[config.mk]
export PLATFORM = sky130hd
export DESIGN_NAME = faif_regs
export DESIGN_NICKNAME = d
export VERILOG_FILES = /design/src/logic/faif_pkg.sv /design/src/logic/faif_flags.sv /design/src/logic/faif_regs.sv
export SDC_FILE = /design/constraint.sdc
export NUM_CORES = 1
export LEC_CHECK = 0
export CORE_AREA = 2 2 118 120
export CTS_CLUSTER_SIZE = 14
export DETAILED_ROUTE_END_ITERATION = 6
export DIE_AREA = 0 0 120 122
export DONT_BUFFER_PORTS = 1
export PLACE_DENSITY = 0.42
export SLEW_MARGIN = 30
export SYNTH_ARGS = -nofsm -noshare
export SYNTH_HDL_FRONTEND = slang
export SYNTH_SLANG_ARGS = --single-unit
[constraint.sdc]
create_clock -name SYS_CLK_I -period 2.7 [get_ports SYS_CLK_I]
set_clock_uncertainty 0.15 [all_clocks]
set_input_delay 0.54 -clock SYS_CLK_I [delete_from_list [all_inputs] [get_ports SYS_CLK_I]]
set_output_delay 0.54 -clock SYS_CLK_I [all_outputs]
set_load 0.03 [all_outputs]
[src/logic/faif_pkg.sv]
`default_nettype none
package faif_pkg;
    // Special-function register offsets
    localparam logic [7:0]  SFR_PROG_STEER = 8'hB2;
    localparam logic [7:0]  SFR_CORE_PEND  = 8'hC0;
    localparam logic [7:0]  SFR_SRC_FLAGS  = 8'hE8;
    localparam logic [7:0]  SFR_VPULSE     = 8'hF8;
    // External-data register offsets
    localparam logic [15:0] XD_FLASH_CTL   = 16'h2702;
    localparam logic [15:0] XD_RAW_INT     = 16'h2707;
    // Field positions and widths
    localparam int          STEER_BIT      = 0;
    localparam int          TPEND_BIT      = 3;
    localparam int          VPULSE_BIT     = 3;
    localparam int          PEND2_BIT      = 1;
    localparam int          PEND6_BIT      = 5;
    localparam int          WRE_BIT        = 1;
    localparam int          RDE_BIT        = 2;
    localparam int          KEY_LSB        = 4;
    localparam int          KEY_W          = 4;
    localparam int          RAW_W          = 7;
    localparam int          SRC_W          = 8;
    // Values
    localparam logic [3:0]  UNLOCK_KEY     = 4'h2;
    localparam logic [3:0]  KEY_RST        = 4'h0;
    localparam logic        STEER_RST      = 1'b0;
    localparam logic [7:0]  BYTE_ZERO      = 8'h00;
endpackage : faif_pkg
`default_nettype wire

[src/logic/faif_flags.sv]
`timescale 1ns/1ps
`default_nettype none
// Bank of sticky flags; a set in the same cycle as a clear wins
module faif_flags #(
    parameter int WIDTH = 8
) (
    input  wire logic             clk_i,
    input  wire logic             rst_i,
    input  wire logic [WIDTH-1:0] set_i,
    input  wire logic [WIDTH-1:0] clr_i,
    output logic      [WIDTH-1:0] flags_o
);
    logic [WIDTH-1:0] next_flags;

    generate
        genvar g;
        for (g = 0; g < WIDTH; g++) begin : g_bit
            always_comb begin
                next_flags[g] = set_i[g] | (flags_o[g] & ~clr_i[g]);
            end
        end
    endgenerate

    always_ff @(posedge clk_i or posedge rst_i) begin
        if (rst_i) begin
            flags_o <= '0;
        end else begin
            flags_o <= next_flags;
        end
    end
endmodule : faif_flags
`default_nettype wire

[src/logic/faif_regs.sv]
`timescale 1ns/1ps
`default_nettype none
// How it works
// - With the steer bit at 0 an external-data store outside the two register addresses goes to the data RAM; this is the reset state.
// - With the steer bit at 1 an external-data store is written to flash at the pointer address.
// - The steer bit is cleared by hardware after each byte written to flash, unless software sets it in the same cycle.
// - Writes to the steer bit are ignored while interrupts are globally enabled.
// - The read-permission bit is the inverse of the security lock.
// - Flash modification is blocked unless the unlock key field holds 2; the field resets to 0.
// - A read-only bit reports whether debug or serial-slave flash writes are allowed.
// - Each source flag is set by its event and stays set until software clears it.
// - The source flags tell which event drove shared interrupt lines 2, 5 and 6.
// - Core pending bits for interrupts 2 and 6 clear when the core vectors to the handler.
// - The raw interrupt field shows live unlatched levels of inputs 0 to 6.
// - While a timed flash write is pending, further flash writes are ignored.
module faif_regs
    import faif_pkg::*;
#(
    parameter logic [8:0] INT2_MASK = 9'h007,
    parameter logic [8:0] INT5_MASK = 9'h0D0,
    parameter logic [8:0] INT6_MASK = 9'h128
) (
    // Clock and reset
    input  wire logic        SYS_CLK_I,
    input  wire logic        RST_I,
    // Special-function register port
    input  wire logic [7:0]  SFR_ADDR_I,
    input  wire logic [7:0]  SFR_WDATA_I,
    input  wire logic        SFR_WR_I,
    input  wire logic        SFR_RD_I,
    output logic      [7:0]  SFR_RDATA_O,
    // External-data move port (address is the data pointer)
    input  wire logic [15:0] XD_ADDR_I,
    input  wire logic [7:0]  XD_WDATA_I,
    input  wire logic        XD_WR_I,
    input  wire logic        XD_RD_I,
    output logic      [7:0]  XD_RDATA_O,
    // Routed stores
    output logic             XRAM_WR_O,
    output logic             FLASH_WR_O,
    output logic      [15:0] STORE_ADDR_O,
    output logic      [7:0]  STORE_DATA_O,
    // Core and flash status
    input  wire logic        INT_EN_I,
    input  wire logic        VECT2_I,
    input  wire logic        VECT6_I,
    input  wire logic        SECURITY_LOCK_LOCK_I,
    input  wire logic        TIMED_PEND_I,
    // Interrupt sources
    input  wire logic [7:0]  SRC_EVENT_I,
    input  wire logic        VPULSE_EVENT_I,
    input  wire logic [6:0]  RAW_INT_I,
    // Status outputs
    output logic             STEER_O,
    output logic             READ_ALLOWED_O,
    output logic             WRITE_ALLOWED_O,
    output logic             INT2_O,
    output logic             INT5_O,
    output logic             INT6_O,
    output logic             CORE_PEND2_O,
    output logic             CORE_PEND6_O
);
    if ((INT2_MASK & INT5_MASK) != '0 || (INT2_MASK & INT6_MASK) != '0
        || (INT5_MASK & INT6_MASK) != '0) begin : g_mask_check
        $error("interrupt source groups overlap");
    end
    function automatic logic sfr_hit(input logic [7:0] a, input logic [7:0] off);
        sfr_hit = (a == off);
    endfunction : sfr_hit
    ////////////////////////////////////////////////////////////////////////////////
    // Flash steering and unlock
    logic                 steer;
    logic                 next_steer;
    logic [KEY_W-1:0]     unlock_key;
    logic [KEY_W-1:0]     next_unlock_key;
    logic                 key_ok;
    logic                 reg_space;
    logic                 flash_store;
    logic                 xram_store;
    logic                 steer_write;
    assign key_ok      = (unlock_key == UNLOCK_KEY);
    assign reg_space   = (XD_ADDR_I == XD_FLASH_CTL) || (XD_ADDR_I == XD_RAW_INT);
    // Blocked stores are dropped rather than falling through to RAM
    assign flash_store = XD_WR_I && steer && key_ok && !TIMED_PEND_I;
    assign xram_store  = XD_WR_I && !steer && !reg_space;
    assign steer_write = SFR_WR_I && sfr_hit(SFR_ADDR_I, SFR_PROG_STEER) && !INT_EN_I;
    always_comb begin
        next_steer      = steer;
        next_unlock_key = unlock_key;
        if (flash_store) begin
            next_steer = 1'b0;
        end
        // Software setting the bit in the same cycle re-arms it for the next byte
        if (steer_write) begin
            next_steer = SFR_WDATA_I[STEER_BIT];
        end
        // Only the key nibble of the control byte is writable
        if (XD_WR_I && !steer && XD_ADDR_I == XD_FLASH_CTL) begin
            next_unlock_key = XD_WDATA_I[KEY_LSB +: KEY_W];
        end
    end
    always_ff @(posedge SYS_CLK_I or posedge RST_I) begin
        if (RST_I) begin
            steer      <= STEER_RST;
            unlock_key <= KEY_RST;
        end else begin
            steer      <= next_steer;
            unlock_key <= next_unlock_key;
        end
    end
    assign STEER_O         = steer;
    assign READ_ALLOWED_O  = !SECURITY_LOCK_LOCK_I;
    assign WRITE_ALLOWED_O = key_ok && !SECURITY_LOCK_LOCK_I;
    ////////////////////////////////////////////////////////////////////////////////
    // Routed store outputs
    logic        next_xram_wr;
    logic        next_flash_wr;
    logic [15:0] next_store_addr;
    logic [7:0]  next_store_data;
    always_comb begin
        next_xram_wr    = xram_store;
        next_flash_wr   = flash_store;
        next_store_addr = STORE_ADDR_O;
        next_store_data = STORE_DATA_O;
        if (xram_store || flash_store) begin
            next_store_addr = XD_ADDR_I;
            next_store_data = XD_WDATA_I;
        end
    end
    always_ff @(posedge SYS_CLK_I or posedge RST_I) begin
        if (RST_I) begin
            XRAM_WR_O    <= 1'b0;
            FLASH_WR_O   <= 1'b0;
            STORE_ADDR_O <= 16'h0000;
            STORE_DATA_O <= BYTE_ZERO;
        end else begin
            XRAM_WR_O    <= next_xram_wr;
            FLASH_WR_O   <= next_flash_wr;
            STORE_ADDR_O <= next_store_addr;
            STORE_DATA_O <= next_store_data;
        end
    end
    ////////////////////////////////////////////////////////////////////////////////
    // Interrupt source flags and core pending bits
    logic [SRC_W:0] src_set;
    logic [SRC_W:0] src_clr;
    logic [SRC_W:0] src_flags;
    logic [1:0]     pend_set;
    logic [1:0]     pend_clr;
    logic [1:0]     pend;
    logic           int2_q;
    logic           int6_q;
    // Flags clear on a written 0; a written 1 leaves them alone
    always_comb begin
        src_set = {VPULSE_EVENT_I, SRC_EVENT_I};
        src_clr = '0;
        if (SFR_WR_I && sfr_hit(SFR_ADDR_I, SFR_SRC_FLAGS)) begin
            src_clr[SRC_W-1:0] = ~SFR_WDATA_I;
        end
        if (SFR_WR_I && sfr_hit(SFR_ADDR_I, SFR_VPULSE)) begin
            src_clr[SRC_W] = ~SFR_WDATA_I[VPULSE_BIT];
        end
    end
    faif_flags #(
        .WIDTH (SRC_W + 1)
    ) u_src_flags (
        .clk_i   (SYS_CLK_I),
        .rst_i   (RST_I),
        .set_i   (src_set),
        .clr_i   (src_clr),
        .flags_o (src_flags)
    );
    assign INT2_O = |(src_flags & INT2_MASK);
    assign INT5_O = |(src_flags & INT5_MASK);
    assign INT6_O = |(src_flags & INT6_MASK);
    // Pending bits latch a rising line; new edges beat vector and software clears
    always_comb begin
        pend_set = {INT6_O && !int6_q, INT2_O && !int2_q};
        pend_clr = {VECT6_I, VECT2_I};
        if (SFR_WR_I && sfr_hit(SFR_ADDR_I, SFR_CORE_PEND)) begin
            pend_clr[0] = pend_clr[0] | ~SFR_WDATA_I[PEND2_BIT];
            pend_clr[1] = pend_clr[1] | ~SFR_WDATA_I[PEND6_BIT];
        end
    end
    faif_flags #(
        .WIDTH (2)
    ) u_core_pend (
        .clk_i   (SYS_CLK_I),
        .rst_i   (RST_I),
        .set_i   (pend_set),
        .clr_i   (pend_clr),
        .flags_o (pend)
    );
    always_ff @(posedge SYS_CLK_I or posedge RST_I) begin
        if (RST_I) begin
            int2_q <= 1'b0;
            int6_q <= 1'b0;
        end else begin
            int2_q <= INT2_O;
            int6_q <= INT6_O;
        end
    end
    assign CORE_PEND2_O = pend[0];
    assign CORE_PEND6_O = pend[1];
    ////////////////////////////////////////////////////////////////////////////////
    // Read data, registered one cycle after the strobe
    logic [7:0] next_sfr_rdata;
    logic [7:0] next_xd_rdata;

    always_comb begin
        next_sfr_rdata = BYTE_ZERO;
        if (SFR_RD_I) begin
            case (SFR_ADDR_I)
                SFR_PROG_STEER: begin
                    next_sfr_rdata[STEER_BIT] = steer;
                    next_sfr_rdata[TPEND_BIT] = TIMED_PEND_I;
                end
                SFR_CORE_PEND: begin
                    next_sfr_rdata[PEND2_BIT] = pend[0];
                    next_sfr_rdata[PEND6_BIT] = pend[1];
                end
                SFR_SRC_FLAGS: next_sfr_rdata = src_flags[SRC_W-1:0];
                SFR_VPULSE:    next_sfr_rdata[VPULSE_BIT] = src_flags[SRC_W];
                default:       next_sfr_rdata = BYTE_ZERO;
            endcase
        end
        next_xd_rdata = BYTE_ZERO;
        if (XD_RD_I && !steer) begin
            case (XD_ADDR_I)
                XD_FLASH_CTL: begin
                    next_xd_rdata[KEY_LSB +: KEY_W] = unlock_key;
                    next_xd_rdata[RDE_BIT]          = READ_ALLOWED_O;
                    next_xd_rdata[WRE_BIT]          = WRITE_ALLOWED_O;
                end
                XD_RAW_INT: next_xd_rdata = {1'b0, RAW_INT_I};
                default:    next_xd_rdata = BYTE_ZERO;
            endcase
        end
    end

    always_ff @(posedge SYS_CLK_I or posedge RST_I) begin
        if (RST_I) begin
            SFR_RDATA_O <= BYTE_ZERO;
            XD_RDATA_O  <= BYTE_ZERO;
        end else begin
            SFR_RDATA_O <= next_sfr_rdata;
            XD_RDATA_O  <= next_xd_rdata;
        end
    end
endmodule : faif_regs
`default_nettype wire

==> results_dict.tcl, run 1 <==
set metrics [dict create \
    outcome "complete, no violations" \
    drc 0 \
    path_clk_slew_ns 0.05 \
    yosysWarnings 0 \
    syn_to_final_growth_pct 18.2 \
    clockBufferDepth 2 \
    timing.final.ws_setup_ns 0.268 \
    worst_hold_slack_ns 0.144 \
    setup.worst_path.end "WRITE_ALLOWED_O" \
    place_hpwl_um 7100 \
    synthAdderAreaFrac_pct 0 \
    synth_cell_types 43 \
    dieArea_sq_um 14600 \
    wl_per_cell_um 19.4 \
    slew_violations 0 \
    core_sq_um 13500 \
    nets 397 \
    worstHoldStart "SRC_EVENT_I[1]" \
    clk_latency_ns 0.34 \
    worstSetupStartpoint "unlock_key[2]" \
    num_rows 43 \
    post_cts_buffers 0 \
    io_pins 117 \
    reg2regPathDepth 5 \
    vdd_drop_max_mv 0.362 \
    grt_max_degree 38 \
    routed_via_density 5.35 \
    gr-total-overflow 0 \
    syn_area_sq_um 3160 \
    wirelength_met1_um 4020 \
    ys_ff_latch 60 \
    yosys.area.top_type "dfrtp_1" \
    synthCells 325 \
    start_util_pct 23.4 \
    setup_viol 0 \
    grt_pass1_vias 2794 \
    grt_pass1_wl_um 15600 \
    wl_met3_um 1070 \
    rsz0062_at_grt "no" \
    fin_tns_setup_ns 0 \
    maxSlewHeadroom_pct 54.1 \
    synth_top_area_share_pct 47.5 \
    drtPass1Iterations 4 \
    yosysMostFrequentCell "dfrtp_1" \
    num_vias 2750 \
    hold_violations 0 \
    synth_area_leaders "dfrtp_1, o211ai_1, nand2_1" \
    cts_sinks 60 \
    design_area_sq_um 3740 \
    dp_slack_ns 0.186 \
    routabilityCongestion 0.760 \
    cts_tree "built" \
    ff2ff_setup_slack_ns 0.63 \
    synth_top_family_by_area "simple AND/OR/NAND/NOR gates" \
    syn_avg_cell_area_sq_um 9.73 \
    critical_path_class "reg2out" \
    wl_um 9990 \
    reg2reg_from "unlock_key[2]" \
    cp.required_ns 2.01 \
    synthArstFlopShare_pct 100 \
    synth_nets 392 \
    leakagePower_nw 1.46 \
    synth_compound_area_share_pct 17.4 \
    die_w_um 120 \
    fmax_ghz 0.411 \
    drt_iter0_drc 124 \
    multiInputGateArea_sq_um 1530 \
    cts-root-buf "clkbuf_16" \
    yosys.area_share.simple_pct 26.7 \
    synth-xor-area-share_pct 0.277 \
    crit_path_end_kind "output port" \
    r2r-end "STORE_ADDR_O[9]" \
    crit_fanout 4 \
    die_h_um 122 \
    ff_latch_area_sq_um 1500 \
    numPortBuffers 0 \
    synth_flop_cell "dfrtp_1" \
    layout-drive-gt1-share_pct 15.0 \
    antenna_found_initial 0 \
    fillers 1446 \
    fin_crit_ns 2.43 \
    maxCapViolations 0 \
    worst_ep_arrival_time_ns 1.74 \
    tightest_slew_ns 0.688 \
    highest_layer "met4" \
    critPathLaunchType "register" \
    fin_crit_sh_pct 90.1 \
    synthTopCellsByCount "dfrtp_1, nand2_1, o211ai_1" \
    ant_nets 0 \
    synth_mux_area_share_pct 3.48 \
    n_antenna_cell 0 \
    min_path_type "in2reg" \
    final_util_pct 27.7 \
    synth_edf_count 0 \
    seq_area_frac_synth_pct 47.5 \
    grt_usage_pct 14.2 \
    p_per_area_nw_per_um2 614 \
    placed_area_sq_um 3460 \
    numCtsBuffers 9 \
    wl_met2_um 4730 \
    htreeDepth 3 \
]
==> report_power, final <==
part / switching [mW] / internal [mW] / total, mW / leakage, nW
clock network: 0.394 / 0.662 / 1.06 / 0.135
logic: 0.0990 / 0.0782 / 0.177 / 0.598
registers: 0.125 / 0.939 / 1.06 / 0.725
==> through the flow <==
stage,instances,total power [mW]
detailed placement,498,1.26
finish,514,2.30
floorplan,325,1.20
global route,514,2.42
CTS,514,2.35
global placement,498,1.25
==> worst min path at each step <==
| stage | depth (start not counted) | slack [ns] | to |
|---|---|---|---|
| floorplan | 1 | 0.25 | u_core_pend.flags_o[0] |
| global placement | 1 | 0.27 | u_core_pend.flags_o[0] |
| detailed placement | 1 | 0.27 | u_core_pend.flags_o[0] |
| CTS | 1 | 0.13 | u_src_flags.flags_o[0] |
| global route | 1 | 0.12 | u_src_flags.flags_o[0] |
| finish | 1 | 0.14 | u_src_flags.flags_o[1] |
==> flip-flops by register name, summed over array words and instances (netlist names) <==
signal,cells
STORE_ADDR_O,16
u_src_flags.flags_o,9
SFR_RDATA_O,8
STORE_DATA_O,8
XD_RDATA_O,8
unlock_key,4
u_core_pend.flags_o,2
FLASH_WR_O,1
STEER_O,1
XRAM_WR_O,1
int2_q,1
int6_q,1
==> repair_timing <==
action,CTS,global route
hold buffers,1,0
resized for setup,0,0
hold endpoints to repair,5,0
==> cell families (layout without fill, tap and decap cells) <==
group / Yosys count / count (layout)
compound gates: 71 / 71
mux: 10 / 10
simple gates: 145 / 145
buf+inv: 38 / 47
xor+xnor: 1 / 1
flops: 60 / 60
==> layout make-up <==
type	count	share of cell area [%]
timing repair buffer	17	4.15
clock buffer	13	6.96
inverter	15	1.51
multi-input combinational	227	40.9
tap	180	6.02
clock inverter	2	0.268
sequential	60	40.2
==> layer usage <==
layer	up-vias	global-route usage [%]
li1	1245	-
met3	16	7.87
met2	128	22.5
met1	1361	16.1
met5	-	0
met4	0	5.29
==> cells in the final DEF (no fill, tap or decap), types with 4 or more instances in the layout <==
master / count
dfrtp_1: 60
nand3_1: 14
clkbuf_16: 9
nand4b_1: 4
a22oi_1: 4
nor3_1: 10
nand3b_1: 10
o221a_2: 9
nand2b_1: 7
nand4_1: 19
a21o_1: 8
nor2_1: 9
buf_4: 14
nand2_1: 34
a31oi_1: 13
inv_1: 13
mux2_1: 4
o211ai_1: 24
mux2_2: 4
and3_1: 14
==> worst max-delay path, stage by stage (launching register included) <==
cell and delay [ns]:
dfrtp_1 0.41, or4b_2 0.73, nor2_1 0.11, buf_4 0.16
Note: power is estimated with default switching activity, not from simulation.
==> run 2: changes to the inputs <==
Settings changed: ABC_AREA set to 1, CORE_AREA 2 2 118 120 to 2 2 109 111, CTS_CLUSTER_DIAMETER set to 40, DIE_AREA 0 0 120 122 to 0 0 111 113.
==> run 2 against run 1 <==
  * The flow now finishes with violations (negative hold slack)
  * Cell count decreased by 13%
  * Die area decreased by 14%
  * Worst setup slack improved by 0.27 ns
  * Critical path type unchanged
  * Critical endpoint unchanged
  * Largest cell class is now sequential cells
==> results_dict.tcl, run 2 <==
set metrics [dict create \
    num_rows 39 \
    cp.required_ns 2.01 \
    drt_iter0_drc 116 \
    post_cts_buffers 0 \
    syn_to_final_growth_pct 17.5 \
    routabilityCongestion 0.752 \
    numCtsBuffers 9 \
    setup_viol 0 \
    worst_hold_slack_ns -0.0119 \
    wl_per_cell_um 16.1 \
    grt.met1_usage_pct 13.8 \
    synth_nets 361 \
    synth_top_area_share_pct 56.3 \
    clk_latency_ns 0.32 \
    mostFrequentLayoutCells "nand2_1, dfrtp_1, nand3_1" \
    ys_ff_latch 60 \
    crit_path_end_kind "output port" \
    grt_use_met3_pct 7.02 \
    grtUsageMet2_pct 19.3 \
    antenna_found_initial 0 \
    largest_reg_flops 16 \
    die_h_um 113 \
    power_mw 2.23 \
    fin_crit_ns 2.17 \
    yosys.area.top_type "dfrtp_1" \
    vdd_drop_max_mv 0.375 \
    n_antenna_cell 0 \
    path_buf_inv 0 \
    maxSlewHeadroom_pct 59.2 \
    crit_cells 3 \
    regMostFlops "STORE_ADDR_O" \
    layout_commonest_cell "nand2_1" \
    start_util_pct 23.7 \
    fmax_ghz 0.462 \
    yosys.area_share.simple_pct 32.5 \
    synth_mux_area_share_pct 0 \
    tightest_slew_ns 0.610 \
    die_w_um 111 \
    fin_crit_sh_pct 80.2 \
    core_sq_um 11300 \
    synthCells 294 \
    reg.largest.list "STORE_ADDR_O x16, u_src_flags.flags_o x9" \
    layout-drive-gt1-share_pct 17.7 \
    grt_pass1_wl_um 11800 \
    syn_avg_cell_area_sq_um 9.07 \
    crit_fanout 3 \
    htreeDepth 3 \
    hold_violations 22 \
    grt_usage_pct 12.2 \
    synth_edf_count 0 \
    dieArea_sq_um 12500 \
    path_clk_slew_ns 0.05 \
    critical_path_class "reg2out" \
    cts-root-buf "clkbuf_16" \
    synth-xor-area-share_pct 0 \
    syn_area_sq_um 2670 \
    place_hpwl_um 5320 \
    drtPass1Iterations 4 \
    numPortBuffers 0 \
    grt_max_degree 39 \
    fillers 1220 \
    postCtsHoldBufs 0 \
    max_stage_delay_ns 0.50 \
    io_pins 117 \
    leakagePower_nw 1.55 \
    busiest_layer "met2" \
    worst_ep_arrival_time_ns 1.48 \
    p_per_area_nw_per_um2 711 \
    synth_top_family_by_area "simple AND/OR/NAND/NOR gates" \
    wl_um 7210 \
    synth_compound_area_share_pct 4.69 \
    synth_area_leaders "dfrtp_1, nand2_1, nand3_1" \
    path_common_cell "nor2_1" \
    synth_cell_types 29 \
    nets 368 \
    critPathLaunchType "register" \
    routed_via_density 4.44 \
    critPathTopFamily "simple AND/OR/NAND/NOR gates" \
    crit_chain "nor2_1, nand3_1, nor2_1" \
    cp_slowest_cell "nor2_1" \
    maxCapViolations 0 \
    cts_sinks 60 \
    cts_tree "built" \
    yosysWarnings 0 \
    outcome "finished with violations" \
    drc 0 \
    num_vias 1990 \
    yosysMostFrequentCell "nand2_1" \
    ff2ff_setup_slack_ns 0.63 \
    synthArstFlopShare_pct 100 \
    ant_nets 0 \
    cts_resized 0 \
    synthTopCellsByCount "nand2_1, dfrtp_1, nand3_1" \
    min_path_type "in2async" \
    violations "negative hold slack" \
    rsz0062_at_grt "no" \
    seq_area_frac_synth_pct 56.3 \
    reg2regPathDepth 5 \
    slew_violations 0 \
    synth_flop_cell "dfrtp_1" \
    synthAdderAreaFrac_pct 0 \
    grt_pass1_vias 2206 \
    gr-total-overflow 0 \
    fin_tns_setup_ns 0 \
    clockBufferDepth 2 \
]
==> run 2: cell count changes after synthesis, sizes merged, moves of 9 or more <==
| cell | before | now |
|---|---|---|
| inv | 15 | 32 |
| o211ai | 24 | 0 |
| nand4 | 19 | 3 |
| a31oi | 13 | 0 |
| nand2 | 34 | 90 |
| nand3 | 15 | 37 |
| o221a | 9 | 0 |
| and3 | 14 | 0 |
| nand3b | 10 | 0 |
| nor2 | 9 | 21 |
| clkbuf | 21 | 2 |
==> run 2: final timing paths <==
path                                          endpoint      startpoint
worst max register to register        STORE_ADDR_O[11]         STEER_O
min in group SYS_CLK_I          u_src_flags.flags_o[3]  SRC_EVENT_I[3]
worst min-delay path                            int2_q           RST_I
max in group asynchronous              STORE_DATA_O[1]           RST_I
worst min register to register  u_core_pend.flags_o[0]          int2_q
worst max-delay path                   WRITE_ALLOWED_O   unlock_key[2]
==> run 2: final cells by class <==
| class | count | area [sq um] | share of cell area (%) |
|---|---|---|---|
| inverters | 34 | 128 | 4.08 |
| flip-flops and latches | 60 | 1500 | 47.9 |
| clock inverters | 1 | 30.0 | 0.959 |
| repair buffers | 2 | 27.5 | 0.879 |
| clock buffers | 14 | 274 | 8.75 |
| well taps | 143 | 179 | 5.71 |
| multi-input cells | 194 | 992 | 31.7 |
==> run 2: worst register-to-register path, stage by stage, from the launching register on <==
cell and delay, ns:
dfrtp_1 0.54, nor2_2 0.37, nand3_4 0.33, nand2_4 0.43, nand2_1 0.10, nand2_1 0.08
==> run 2: stage by stage <==
stage	worst slack, ns	std cells	cell area [sq um]	utilization [%]	hold slack [ns]
floorplan	0.525	294	2670	-	0.272
global placement	0.548	433	2830	25.1	0.280
detailed placement	0.528	433	2830	25.1	0.287
CTS	0.482	448	3130	27.8	0.00164
global route	0.414	448	3130	27.8	0.0316
finish	0.534	448	3130	27.8	-0.0119
==> run 2: cells by family (layout without fill, tap and decap cells) <==
| group | Yosys count | in the layout |
|---|---|---|
| AND/OR/NAND/NOR | 174 | 174 |
| flip-flops | 60 | 60 |
| buffers and inverters | 40 | 51 |
| AO/OA/AOI/OAI | 20 | 20 |
==> run 2: per-layer routing <==
| layer | part of all wire (%) | vias up |
|---|---|---|
| li1 | - | 953 |
| met1 | 41 | 925 |
| met2 | 45 | 99 |
| met3 | 12 | 13 |
| met4 | 2.1 | 0 |
| met5 | 0 | - |
==> run 2: report_power, final <==
part	switching [mW]	internal [mW]
registers	0.0546	0.919
clock network	0.391	0.785
logic	0.0503	0.0252
total	0.496	1.73
==> run 3: changes to the inputs <==
Settings changed: ABC_AREA 1 to 0, CORE_AREA 2 2 109 111 to 2 2 118 120, DIE_AREA 0 0 111 113 to 0 0 120 122, PLACE_DENSITY 0.42 to 0.43.
Clock period 2.7 ns to 1.85 ns, I/O delays scaled along.
==> run 3 against run 2 <==
  * The run ends with negative setup slack left
  * Critical endpoint unchanged
  * Global-route usage is 2.7 points higher
  * Sequential share of layout area is 13 points lower
  * Total power is 65% higher
  * Routed wire length is 49% higher
  * Via count is 41% higher
  * First-iteration DRC count is 24% higher
  * Combinational power grew to 4.0 times the previous value
  * Register-to-register slack worse by 0.78 ns
  * Non-clock buffer count is 52 higher
  * Critical path depth is 1 lower
  * Largest power group unchanged
==> results_dict.tcl, run 3 (same netlist as run 1, synthesis figures left out) <==
set metrics [dict create \
    power_frac_seq_pct 42.3 \
    grt.met1_usage_pct 16.9 \
    grt_usage_pct 15.0 \
    critical_path_class "reg2out" \
    grt_pass1_wl_um 16400 \
    fmax_ghz 0.493 \
    syn_to_final_growth_pct 35.2 \
    grtUsageMet2_pct 24.9 \
    hold_violations 0 \
    wl_um 10800 \
    leakagePower_nw 1.69 \
    clockBufferDepth 2 \
    crit_path_end_kind "output port" \
    crit_chain "or4b_4, nor2_4" \
    cts_sinks 60 \
    reg2reg_from "unlock_key[3]" \
    numPortBuffers 0 \
    min_path_type "in2reg" \
    crit_fanout 2 \
    routed_via_density 5.10 \
    combPwrFrac_pct 8.3 \
    maxSlewHeadroom_pct 65.2 \
    p_per_area_nw_per_um2 859 \
    clkPwrFrac_pct 49.4 \
    grt_pass1_vias 2904 \
    core_sq_um 13500 \
    ant_nets 0 \
    path_clk_slew_ns 0.06 \
    wl_per_cell_um 19.5 \
    num_vias 2813 \
    critPathTopFamily "simple AND/OR/NAND/NOR gates" \
    vdd_drop_max_mv 0.616 \
    io_pins 117 \
    drtPass1Iterations 4 \
    nets 434 \
    largest_reg_flops 16 \
    clk_latency_ns 0.34 \
    drc 0 \
    htreeDepth 3 \
    r2r-end "STORE_ADDR_O[2]" \
    die_w_um 120 \
    setup_viol 21 \
    max_stage_delay_ns 0.57 \
    min_to "STORE_ADDR_O[4]" \
    cts-root-buf "clkbuf_16" \
    worst_hold_slack_ns 0.0234 \
    critPathLaunchType "register" \
    violations "negative setup slack" \
    busiest_layer "met2" \
    numCtsBuffers 9 \
    die_h_um 122 \
    slew_violations 0 \
    tightest_slew_ns 0.522 \
    cp.required_ns 1.33 \
    timing.final.ws_setup_ns -0.178 \
    place_hpwl_um 7500 \
    hold_path_depth 2 \
    reg.largest.list "STORE_ADDR_O x16, u_src_flags.flags_o x9" \
    worstHoldStart "XD_ADDR_I[4]" \
    layout_commonest_cell "dfrtp_1" \
    layout-drive-gt1-share_pct 23.7 \
    path_buf_inv 0 \
    p_int_mw 2.73 \
    cts_tree "built" \
    regMostFlops "STORE_ADDR_O" \
    drt_iter0_drc 144 \
    grt_max_degree 38 \
    gr-total-overflow 0 \
    maxCapViolations 0 \
    mostFrequentLayoutCells "dfrtp_1, nand2_1, buf_4" \
    rsz0062_at_grt "yes" \
    antenna_found_initial 0 \
    dieArea_sq_um 14600 \
    reg2regPathDepth 7 \
    worst_ep_arrival_time_ns 1.51 \
    switching_share_pct 25.7 \
    cp_slowest_cell "or4b_4" \
    fin_crit_sh_pct 110 \
    grt_use_met3_pct 7.68 \
    final_util_pct 31.7 \
    n_antenna_cell 0 \
    fin_crit_ns 2.03 \
    switching_power_mw 0.945 \
    routabilityCongestion 0.738 \
    num_rows 43 \
    start_util_pct 23.4 \
    ff2ff_setup_slack_ns -0.15 \
    outcome "finished with violations" \
]
[run 3: cell count changes in the layout (fill, tap and decap cells not counted), sizes merged, moves of 9 or more]
cell         delta
and3           +14
a31oi          +13
o211ai         +24
nor2           -12
o221a           +9
nand2          -56
dlygate4sd3    +17
nand3          -22
nand3b         +10
inv            -19
nand4          +16
buf            +35
[run 3: power groups by stage]
stage	clock network (mW)	logic [mW]	registers, mW
6_report	1.81	0.305	1.56
2_1_floorplan	0	0.203	1.55
4_1_cts	1.88	0.295	1.56
5_1_grt	1.94	0.338	1.57
3_5_place_dp	0	0.264	1.58
3_3_place_gp	0	0.258	1.58
[run 3: repair_timing]
action                     in CTS  in global routing
setup buffers                   4                  7
hold buffers                   17                  0
pin swaps                       2                 10
hold endpoints to repair       76                  0
resized for setup               3                 27
setup endpoints to repair      10                 23
[run 3: cell type report]
cell class,count,area [sq um]
Clock buffer,12,246
Sequential cell,60,1500
Tap cell,180,225
Clock inverter,4,72.6
Multi-Input combinational cell,227,1660
Timing Repair Buffer,54,497
Fill cell,1409,9230
Inverter,15,72.6
[run 3: worst max-delay path by stage]
stage | startpoint | endpoint | cells past startpoint
floorplan | XD_ADDR_I[12] | unlock_key[0] | 4
CTS | unlock_key[3] | WRITE_ALLOWED_O | 2
detailed placement | XD_ADDR_I[6] | STORE_ADDR_O[9] | 6
finish | unlock_key[3] | WRITE_ALLOWED_O | 2
global placement | XD_ADDR_I[12] | STORE_ADDR_O[9] | 6
global route | unlock_key[3] | WRITE_ALLOWED_O | 2
[run 3: worst reg2reg max path: stages, from the launching register on]
cell and delay [ns]:
dfrtp_1 0.39, buf_4 0.16, nor4b_4 0.36, nand2_2 0.13, buf_12 0.15, buf_4 0.16, a311oi_2 0.24, o211ai_1 0.12
[run 3: through the flow]
stage	instance area, sq um	setup slack, ns	cells	total power, mW	TNS (ns)
floorplan	3210	-0.341	325	1.75	-7.87
global placement	3560	-0.308	508	1.84	-7.59
detailed placement	3560	-0.311	508	1.84	-7.74
CTS	4090	-0.193	545	3.73	-0.226
global route	4280	-0.207	552	3.85	-2.66
finish	4280	-0.178	552	3.68	-1.62
[run 3: per-layer routing]
metal,vias up,share of wire (%)
met3,6,9.8
met5,-,0
met2,114,49
met1,1376,40
met4,0,0.95
li1,1317,-
